==> src/inc/pcir_consts.svh <==
// offsets, field positions, reset values and masks of the indexed config bank
`ifndef PCIR_CONSTS_SVH
`define PCIR_CONSTS_SVH
`define PCIR_PORT_INDEX      8'h22
`define PCIR_PORT_DATA       8'h23
`define PCIR_IDX_CFG_ONE     8'h01
`define PCIR_IDX_CFG_TWO     8'h02
`define PCIR_IDX_TRIG_LOW    8'h03
`define PCIR_IDX_TRIG_HIGH   8'h04
`define PCIR_IDX_OSC_TRIM    8'h05
`define PCIR_RST_CFG_ONE     8'hc0
`define PCIR_RST_CFG_TWO     8'h00
`define PCIR_RST_TRIG_LOW    8'h00
`define PCIR_RST_TRIG_HIGH   8'h00
`define PCIR_RST_OSC_TRIM    8'h00
`define PCIR_MASK_CFG_ONE    8'hff
`define PCIR_MASK_CFG_TWO    8'h07
`define PCIR_MASK_TRIG_LOW   8'hf8
`define PCIR_MASK_TRIG_HIGH  8'hde
`define PCIR_MASK_OSC_TRIM   8'h07
`define PCIR_IOWAIT_HI       7
`define PCIR_IOWAIT_LO       6
`define PCIR_DMA16_HI        5
`define PCIR_DMA16_LO        4
`define PCIR_DMA8_HI         3
`define PCIR_DMA8_LO         2
`define PCIR_MEMR_NODLY      1
`define PCIR_DMACLK_FULL     0
`define PCIR_TEST_MODE       2
`define PCIR_IRQCFG_EN       1
`define PCIR_DMAEXT_OFF      0
`endif

==> src/inc/pcir_pkg.sv <==
// types of the indexed config bank
package pcir_pkg;
    typedef enum logic [1:0] {
        PCIR_IDLE  = 2'b00,
        PCIR_WAIT  = 2'b01,
        PCIR_READY = 2'b11
    } pcir_ws_state_t;
    typedef enum logic [1:0] {
        PCIR_CYC_IO    = 2'b00,
        PCIR_CYC_DMA16 = 2'b01,
        PCIR_CYC_DMA8  = 2'b10
    } pcir_cyc_t;
endpackage : pcir_pkg

==> src/verilog/pcir_config_bank.sv <==
// indexed configuration bank with wait-state, dma clock and strobe control
//
// Notes on behaviour
// RULE1: registers reached through an index port and a data port by I/O cycles.
// RULE2: software writes the index first, then accesses the data port.
// RULE3: index write is latched and steers later data-port accesses.
// RULE4: register 1 bits 7:6 give 1..4 I/O wait states, reset 11.
// RULE5: ready held low exactly the programmed number of AT clocks.
// RULE6: bits 5:4 give 1..4 wait states for 16-bit DMA, reset 00.
// RULE7: bits 3:2 give 1..4 wait states for 8-bit DMA, reset 00.
// RULE8: bit 1 clear delays memory read one DMA clock after I/O read.
// RULE9: bit 0 selects DMA clock as AT clock halved or undivided.
// RULE10: DMA clock switch is synchronised so no short pulse appears.
// RULE11: register 2 bit 2 selects test mode, reset normal.
// RULE12: register 2 bit 1 enables the per-IRQ trigger selections.
// RULE13: register 2 bit 0 low enables DMA extended mode.
// RULE14: register 3 bits 7:3 select IRQ7..3 trigger type; 2:0 reserved.
// RULE15: register 4 selects IRQ15,14,12,11,10,9; bits 5 and 0 reserved zero.
// RULE16: edge-triggered inputs are non-sharable, level ones sharable.
// RULE17: three-bit trim tunes the 32 kHz oscillator, non-linearly.
// RULE18: each set trim bit adds one load capacitor step.
// RULE19: all registers reset to defaults; reserved bits read zero.
`timescale 1ns/1ps
`include "pcir_consts.svh"
module pcir_config_bank
    import pcir_pkg::*;
#(
    parameter int ADDR_W = 8
) (
    input  wire logic              clock,
    input  wire logic              rst,
    input  wire logic              io_wr,
    input  wire logic              io_rd,
    input  wire logic [ADDR_W-1:0] io_addr,
    input  wire logic [7:0]        io_wdata,
    output logic      [7:0]        io_rdata,
    output logic                   io_rvalid,
    input  wire logic              at_bus_clock,
    input  wire logic              isa_cycle_start,
    input  wire pcir_pkg::pcir_cyc_t isa_cycle_kind,
    output logic                   iochrdy,
    input  wire logic              dma_ior_req,
    output logic                   dma_ior,
    output logic                   dma_memr,
    output logic                   dma_clock,
    output logic                   test_mode,
    output logic                   dma_ext_enable,
    output logic [15:0]            irq_level_mode,
    output logic [15:0]            irq_sharable,
    output logic [2:0]             osc_trim_caps
);
    ////////////////////////////////////////////////////////////////////////
    logic [7:0] index_r;
    logic [7:0] cfg_one_r;
    logic [7:0] cfg_two_r;
    logic [7:0] trig_low_r;
    logic [7:0] trig_high_r;
    logic [7:0] osc_trim_r;
    logic       index_hit;
    logic       data_hit;

    assign index_hit = (io_addr[7:0] == `PCIR_PORT_INDEX);  // RULE1
    assign data_hit  = (io_addr[7:0] == `PCIR_PORT_DATA);   // RULE1

    function automatic logic [7:0] pcir_read_sel(input logic [7:0] idx,
            input logic [7:0] r1, input logic [7:0] r2, input logic [7:0] r3,
            input logic [7:0] r4, input logic [7:0] r5);
        logic [7:0] v;
        v = 8'h00;
        unique case (idx)
            `PCIR_IDX_CFG_ONE:   v = r1 & `PCIR_MASK_CFG_ONE;
            `PCIR_IDX_CFG_TWO:   v = r2 & `PCIR_MASK_CFG_TWO;
            `PCIR_IDX_TRIG_LOW:  v = r3 & `PCIR_MASK_TRIG_LOW;
            `PCIR_IDX_TRIG_HIGH: v = r4 & `PCIR_MASK_TRIG_HIGH;
            `PCIR_IDX_OSC_TRIM:  v = r5 & `PCIR_MASK_OSC_TRIM;
            default:             v = 8'h00;
        endcase
        return v;
    endfunction : pcir_read_sel

    // index latch; data port follows whatever was last written here
    always_ff @(posedge clock) begin
        if (rst) begin
            index_r <= 8'h00;
        end else if (io_wr && index_hit) begin
            index_r <= io_wdata;  // RULE3
        end
    end

    // reserved bits are masked on write so they can never read back set
    always_ff @(posedge clock) begin
        if (rst) begin
            cfg_one_r   <= `PCIR_RST_CFG_ONE;  // RULE19
            cfg_two_r   <= `PCIR_RST_CFG_TWO;
            trig_low_r  <= `PCIR_RST_TRIG_LOW;
            trig_high_r <= `PCIR_RST_TRIG_HIGH;
            osc_trim_r  <= `PCIR_RST_OSC_TRIM;
        end else if (io_wr && data_hit) begin
            unique case (index_r)  // RULE3
                `PCIR_IDX_CFG_ONE:   cfg_one_r   <= io_wdata & `PCIR_MASK_CFG_ONE;
                `PCIR_IDX_CFG_TWO:   cfg_two_r   <= io_wdata & `PCIR_MASK_CFG_TWO;
                `PCIR_IDX_TRIG_LOW:  trig_low_r  <= io_wdata & `PCIR_MASK_TRIG_LOW;  // RULE14
                `PCIR_IDX_TRIG_HIGH: trig_high_r <= io_wdata & `PCIR_MASK_TRIG_HIGH; // RULE15
                `PCIR_IDX_OSC_TRIM:  osc_trim_r  <= io_wdata & `PCIR_MASK_OSC_TRIM;
                default: ;
            endcase
        end
    end

    always_ff @(posedge clock) begin
        if (rst) begin
            io_rdata  <= 8'h00;
            io_rvalid <= 1'b0;
        end else begin
            io_rvalid <= io_rd && (index_hit || data_hit);
            if (io_rd && index_hit) begin
                io_rdata <= index_r;
            end else if (io_rd && data_hit) begin
                io_rdata <= pcir_read_sel(index_r, cfg_one_r, cfg_two_r,
                                          trig_low_r, trig_high_r, osc_trim_r); // RULE19
            end
        end
    end

    ////////////////////////////////////////////////////////////////////////
    // at clock is sampled synchronously; edge from two history stages
    logic at_q1_r;
    logic at_q2_r;
    logic at_rise;
    always_ff @(posedge clock) begin
        if (rst) begin
            at_q1_r <= 1'b0;
            at_q2_r <= 1'b0;
        end else begin
            at_q1_r <= at_bus_clock;
            at_q2_r <= at_q1_r;
        end
    end
    assign at_rise = at_q1_r && !at_q2_r;

    ////////////////////////////////////////////////////////////////////////
    pcir_ws_state_t ws_state_r;
    logic [2:0]     ws_left_r;
    logic [1:0]     ws_code;
    always_comb begin
        unique case (isa_cycle_kind)
            PCIR_CYC_DMA16: ws_code = cfg_one_r[`PCIR_DMA16_HI:`PCIR_DMA16_LO];  // RULE6
            PCIR_CYC_DMA8:  ws_code = cfg_one_r[`PCIR_DMA8_HI:`PCIR_DMA8_LO];    // RULE7
            default:        ws_code = cfg_one_r[`PCIR_IOWAIT_HI:`PCIR_IOWAIT_LO]; // RULE4
        endcase
    end

    // code n gives n+1 AT clocks of ready deasserted
    always_ff @(posedge clock) begin
        if (rst) begin
            ws_state_r <= PCIR_IDLE;
            ws_left_r  <= 3'h0;
            iochrdy    <= 1'b1;
        end else begin
            unique case (ws_state_r)
                PCIR_IDLE: begin
                    if (isa_cycle_start) begin
                        ws_state_r <= PCIR_WAIT;
                        ws_left_r  <= {1'b0, ws_code} + 3'h1;  // RULE5
                        iochrdy    <= 1'b0;
                    end
                end
                PCIR_WAIT: begin
                    if (at_rise) begin
                        if (ws_left_r == 3'h1) begin
                            ws_state_r <= PCIR_READY;
                            iochrdy    <= 1'b1;  // RULE5
                        end
                        ws_left_r <= ws_left_r - 3'h1;
                    end
                end
                PCIR_READY: ws_state_r <= PCIR_IDLE;
                default:    ws_state_r <= PCIR_IDLE;
            endcase
        end
    end

    ////////////////////////////////////////////////////////////////////////
    // divider changes source only at a point where both candidates are low,
    // so the switch never emits a shortened pulse
    logic div_r;
    logic full_sel_r;
    logic dma_clk_nxt;
    always_ff @(posedge clock) begin
        if (rst) begin
            div_r <= 1'b0;
        end else if (at_rise) begin
            div_r <= !div_r;  // RULE9
        end
    end
    always_ff @(posedge clock) begin
        if (rst) begin
            full_sel_r <= 1'b0;
        end else if (!at_q1_r && !div_r) begin
            full_sel_r <= cfg_one_r[`PCIR_DMACLK_FULL];  // RULE10
        end
    end
    assign dma_clk_nxt = full_sel_r ? at_q1_r : div_r;  // RULE9
    always_ff @(posedge clock) begin
        if (rst) begin
            dma_clock <= 1'b0;
        end else begin
            dma_clock <= dma_clk_nxt;
        end
    end

    ////////////////////////////////////////////////////////////////////////
    logic dma_clk_rise;
    assign dma_clk_rise = dma_clk_nxt && !dma_clock;
    always_ff @(posedge clock) begin
        if (rst) begin
            dma_ior  <= 1'b0;
            dma_memr <= 1'b0;
        end else begin
            dma_ior <= dma_ior_req;
            if (!dma_ior_req) begin
                dma_memr <= 1'b0;
            end else if (cfg_one_r[`PCIR_MEMR_NODLY]) begin
                dma_memr <= 1'b1;  // RULE8
            end else if (dma_ior && dma_clk_rise) begin
                dma_memr <= 1'b1;  // RULE8
            end
        end
    end

    ////////////////////////////////////////////////////////////////////////
    logic [15:0] level_sel;
    assign level_sel = {trig_high_r[7:6], 1'b0, trig_high_r[4:1], 1'b0,
                        trig_low_r[7:3], 3'b000};
    always_ff @(posedge clock) begin
        if (rst) begin
            test_mode      <= 1'b0;
            dma_ext_enable <= 1'b1;
            irq_level_mode <= 16'h0000;
            irq_sharable   <= 16'h0000;
            osc_trim_caps  <= 3'h0;
        end else begin
            test_mode      <= cfg_two_r[`PCIR_TEST_MODE];    // RULE11
            dma_ext_enable <= !cfg_two_r[`PCIR_DMAEXT_OFF];  // RULE13
            irq_level_mode <= cfg_two_r[`PCIR_IRQCFG_EN] ? level_sel : 16'h0000; // RULE12
            irq_sharable   <= cfg_two_r[`PCIR_IRQCFG_EN] ? level_sel : 16'h0000; // RULE16
            osc_trim_caps  <= osc_trim_r[2:0];  // RULE17 RULE18
        end
    end

    ////////////////////////////////////////////////////////////////////////
    a_index_latch: assert property (@(posedge clock) disable iff (rst) // RULE3
        io_wr && index_hit |=> index_r == $past(io_wdata))
        else $error("index not latched");
    a_reset_iowait: assert property (@(posedge clock) // RULE4
        rst |=> cfg_one_r[7:6] == 2'b11)
        else $error("io wait reset wrong");
    a_ready_low: assert property (@(posedge clock) disable iff (rst) // RULE5
        $fell(iochrdy) |=> !iochrdy until (ws_left_r == 3'h0))
        else $error("ready released early");
    a_memr_nodly: assert property (@(posedge clock) disable iff (rst) // RULE8
        dma_ior_req && cfg_one_r[1] |=> dma_memr)
        else $error("memr not immediate");
    a_memr_order: assert property (@(posedge clock) disable iff (rst) // RULE8
        $rose(dma_memr) && !$past(cfg_one_r[1]) |-> $past(dma_ior))
        else $error("memr before ior");
    a_test_mode: assert property (@(posedge clock) disable iff (rst) // RULE11
        ##1 test_mode == $past(cfg_two_r[2]))
        else $error("test mode mismatch");
    a_irq_gate: assert property (@(posedge clock) disable iff (rst) // RULE12
        !$past(cfg_two_r[1]) |-> irq_level_mode == 16'h0000)
        else $error("irq selection not gated");
    a_dmaext_pol: assert property (@(posedge clock) disable iff (rst) // RULE13
        ##1 dma_ext_enable != $past(cfg_two_r[0]))
        else $error("extended mode polarity");
    a_reserved_zero: assert property (@(posedge clock) disable iff (rst) // RULE15
        trig_high_r[5] == 1'b0 && trig_high_r[0] == 1'b0 && trig_low_r[2:0] == 3'h0)
        else $error("reserved bit set");
    a_rvalid_pulse: assert property (@(posedge clock) disable iff (rst) // RULE1
        ##1 io_rvalid == $past(io_rd && (index_hit || data_hit)))
        else $error("read valid wrong");
    a_index_read: assert property (@(posedge clock) disable iff (rst) // RULE3
        io_rd && index_hit |=> io_rdata == $past(index_r))
        else $error("index readback wrong");
    a_ws_start: assert property (@(posedge clock) disable iff (rst) // RULE5
        ws_state_r == PCIR_IDLE && isa_cycle_start |=> !iochrdy)
        else $error("ready not dropped");
    a_ready_rise: assert property (@(posedge clock) disable iff (rst) // RULE5
        $rose(iochrdy) |-> $past(at_rise))
        else $error("ready rose off an at clock edge");
    a_memr_drop: assert property (@(posedge clock) disable iff (rst) // RULE8
        !dma_ior_req |=> !dma_ior && !dma_memr)
        else $error("dma strobes not dropped");
    a_dmaclk_full: assert property (@(posedge clock) disable iff (rst) // RULE9
        $past(full_sel_r) |-> dma_clock == $past(at_q1_r))
        else $error("undivided dma clock wrong");
    a_sharable_eq: assert property (@(posedge clock) disable iff (rst) // RULE16
        irq_sharable == irq_level_mode)
        else $error("sharable and level differ");
    a_trim_follow: assert property (@(posedge clock) disable iff (rst) // RULE17 RULE18
        ##1 osc_trim_caps == $past(osc_trim_r[2:0]))
        else $error("trim caps mismatch");
    a_reset_others: assert property (@(posedge clock) // RULE19
        rst |=> index_r == 8'h00 && cfg_two_r == `PCIR_RST_CFG_TWO
            && trig_low_r == `PCIR_RST_TRIG_LOW && trig_high_r == `PCIR_RST_TRIG_HIGH
            && osc_trim_r == `PCIR_RST_OSC_TRIM)
        else $error("config reset wrong");
endmodule : pcir_config_bank

==> config.mk <==
export PLATFORM = sky130hd
export DESIGN_NAME = pcir_config_bank
export DESIGN_NICKNAME = d
export VERILOG_FILES = /design/src/inc/pcir_pkg.sv /design/src/verilog/pcir_config_bank.sv
export VERILOG_INCLUDE_DIRS = /design/src /design/src/inc
export SDC_FILE = /design/constraint.sdc
export NUM_CORES = 1
export LEC_CHECK = 0
export BUFFER_PORTS_ARGS = -buffer_cell sky130_fd_sc_hd__buf_4
export CAP_MARGIN = 20
export CELL_PAD_IN_SITES_DETAIL_PLACEMENT = 1
export CELL_PAD_IN_SITES_GLOBAL_PLACEMENT = 2
export CORE_ASPECT_RATIO = 1.1
export CORE_MARGIN = 2
export CORE_UTILIZATION = 33
export DETAILED_ROUTE_END_ITERATION = 8
export PLACE_DENSITY_LB_ADDON = 0.1
export SLEW_MARGIN = 20
export SYNTH_ARGS = -nofsm -noshare
export SYNTH_HDL_FRONTEND = slang
export SYNTH_SLANG_ARGS = --single-unit
==> constraint.sdc <==
create_clock -name clock -period 2.2 [get_ports clock]
set_clock_uncertainty 0.1 [all_clocks]
set_input_delay 0 -clock clock [delete_from_list [all_inputs] [get_ports clock]]
set_output_delay 0 -clock clock [all_outputs]
set_load 0.01 [all_outputs]
==> run summary <==
Max-slew violations: 0
Max incr delay on CP: 0.63 ns
Status: complete, no violations
VDD IR max: 0.274 mV
Crit-path slowest cell: or4b_1
Logic pwr share: 0.069
CP Data Required Time: 2.33 ns
Vias in the first global route: 2786
Commonest non-fill, non-tap cells in the layout: buf_4, dfxtp_1, mux2i_1
Switch share: 0.223
Multi-input gate area: 1640 µm²
Share of the synthesized area in the top cell type: 0.430
I/O pin count: 75
Worst setup SP type: primary input
Root Driver: clkbuf_8
Global-route wire length before repair: 14.2 mm
Yosys Warn Count: 0
Crit path launch: io_addr[4]
Post-synth EDFFs: 0
DRC Markers: 0
Vias per std cell: 4.90
# diodes: 0
Critical Path Sink: index_r[7]
Yosys reg bits: 71
Rows: 38
Maximum buffer depth of the clock tree: 2
FF-to-FF setup slack: 0.17 ns
H-tree levels: 3
DR pass1 iterations: 4
Syn Inst Count: 345
Area contributors post-synth: dfxtp_1, mux2i_1, nand2b_1
Synth-to-layout area growth: 29.1%
Total gr overflow: 0
DRT antenna net count: 0
Nets: 452
Routed length per placed instance: 16.0 µm
Clock sinks: 71
Die Y: 109 µm
DPL Wire Length: 6.31 mm
Num CTS Buffers: 9
Cell breakdown of the critical path: buf_4, or4b_1, buf_4, nor3_4, buf_4, mux2i_1, nor2_1, dlygate4sd3_1
Worst r2r src: index_r[4]
Die W: 99.4 µm
Initial antenna violation count: 0
Critical setup path kind: primary input to flop
Synthesized area per cell: 9.58 µm²
Reg area: 1420 µm²
HP Class: primary input to flop
RSZ-0062 raised after global routing: false
Clk pwr share: 0.457
Crit end category: flop
F_max: 0.488 GHz
P_sw: 0.617 mW
Netlist cell types: 50
Top FF cell, synth: dfxtp_1
Worst Reg-to-Reg Cells: 5
Slew HR: 0.602
Leak Pwr: 1.83 nW
Die area: 10800 µm²
CTS tree: done
Post-synth ARST share: 0
Final hold slack: 0.164 ns
GRT Util Overall: 0.170
CP Data Arrival Time: 2.18 ns
Synth area leader: dfxtp_1
Reg clk slew, reported paths: 0.08 ns
I/O Buffers: 64
Tcrit/Tclk final: 0.932
Internal power: 2.15 mW
Design area: 4270 µm²
Fillers: 1146
Post-Route WL: 8.73 mm
Fin crit period: 2.05 ns
Layout cell share with drive strength beyond 1: 0.246
Pin count of the biggest net entering global routing: 39
Core area: 9790 µm²
Critical path's most frequent cell: buf_4
Initial Util: 0.338
R2R Path End: io_rdata[1]
Via count: 2680
Sequential cell area fraction in the yosys report: 0.430
Maxcap violations: 0
Skew-Pair Late Insertion Delay: 0.35 ns
CP max FO: 8
Sequential Power Share: 0.474
Pwr dens: 649 nW/µm²
Final hold vios: 0
Placed instance area: 3830 µm²
Synthesized cell area: 3310 µm²
Final setup violation count: 0
DRT iter0 DRCs: 50
Commonest non-fill, non-tap cell in the layout: buf_4
Hold Startpoint: io_wr
Tightest Pin Transition: 0.595 ns
Global placer's final weighted congestion: 0.717
Setup_tns: 0 ns
-- synth_stat cells, types with 2 or more instances --
cell / instances
a211oi_1: 3
a21oi_1: 8
a22oi_1: 2
a311oi_1: 4
a32oi_1: 3
and2_1: 11
and4b_1: 2
buf_2: 4
buf_4: 22
clkbuf_1: 14
dfxtp_1: 71
ha_1: 5
inv_1: 11
mux2i_1: 40
nand2_1: 8
nand2b_1: 37
nand3_1: 2
nand3b_1: 9
nor2_1: 25
nor2b_1: 10
nor3_1: 6
nor3b_1: 3
nor4_1: 2
o211ai_1: 4
o21ai_0: 6
o22ai_1: 4
or2_2: 3
or3_1: 2
or4bb_1: 3
-- area by class of cell --
class | count | area share
multi-input combinational | 232 | 0.384
tap | 120 | 0.0352
clock inverter | 6 | 0.0255
inverter | 11 | 0.00968
clock buffer | 10 | 0.0299
sequential | 71 | 0.333
timing repair buffer | 97 | 0.182
-- routing by layer --
layer / wire length (µm) / part of all wire / vias up / track usage
met5: 0 / 0 / - / 0
met4: 100 / 0.011 / 0 / 0.0568
met3: 246 / 0.028 / 10 / 0.0333
met2: 4490 / 0.51 / 34 / 0.303
met1: 3890 / 0.45 / 1324 / 0.204
li1: - / - / 1312 / -
-- power by group through the flow --
stage,Clock [mW],Combinational (mW),Sequential [mW]
4_1_cts,1.30,0.195,1.31
5_1_grt,1.36,0.216,1.31
3_5_place_dp,0,0.174,1.34
3_3_place_gp,0,0.172,1.34
6_report,1.26,0.192,1.31
2_1_floorplan,0,0.115,1.34
-- worst min-delay path by stage --
| stage | endpoint | depth (start not counted) |
|---|---|---|
| detailed placement | index_r[0] | 3 |
| global placement | at_q1_r | 2 |
| floorplan | at_q1_r | 1 |
| CTS | trig_low_r[4] | 6 |
| global route | trig_low_r[6] | 6 |
| finish | trig_low_r[4] | 6 |
-- sequential cells by signal, indices dropped and copies added, names as in the netlist, 2 cells and up --
signal	flops
irq_sharable	11
cfg_one_r	8
index_r	8
io_rdata	8
trig_high_r	6
trig_low_r	5
cfg_two_r	3
osc_trim_caps	3
osc_trim_r	3
ws_left_r	3
ws_state_r	2
-- worst max-delay path, delay by kind of cell --
family                 cells  cell delay, ns
multiplexers               1            0.21
AND/OR/NAND/NOR            3            0.83
buffers and inverters      4            1.12
-- metrics by stage --
| step | std cells | power [mW] | worst slack [ns] | util |
|---|---|---|---|---|
| after floorplan | 354 | 1.45 | 0.367 | - |
| after global placement | 511 | 1.51 | 0.180 | 0.391 |
| after detailed placement | 511 | 1.51 | 0.183 | 0.391 |
| after CTS | 547 | 2.81 | 0.156 | 0.436 |
| after global routing | 547 | 2.89 | 0.0485 | 0.436 |
| final | 547 | 2.77 | 0.150 | 0.436 |
-- cell families (layout without fill, tap and decap cells) --
family	count (synthesis)	count (layout)	synth area share
compound gates	40	40	0.0848
xor+xnor	1	1	0.00265
fa+ha+maj	5	5	0.0189
buf+inv	51	124	0.0844
flops	71	71	0.430
mux	41	41	0.125
other cells	1	10	0.00113
simple gates	135	135	0.254
-- timing repair --
| action | 4_1_cts | 5_1_grt |
|---|---|---|
| setup buffers | 0 | 0 |
| gates resized for setup | 0 | 0 |
| endpoints found under the hold margin | 50 | 0 |
| hold buffers | 20 | 0 |
No activity file was read; power rests on OpenSTA's default activity.
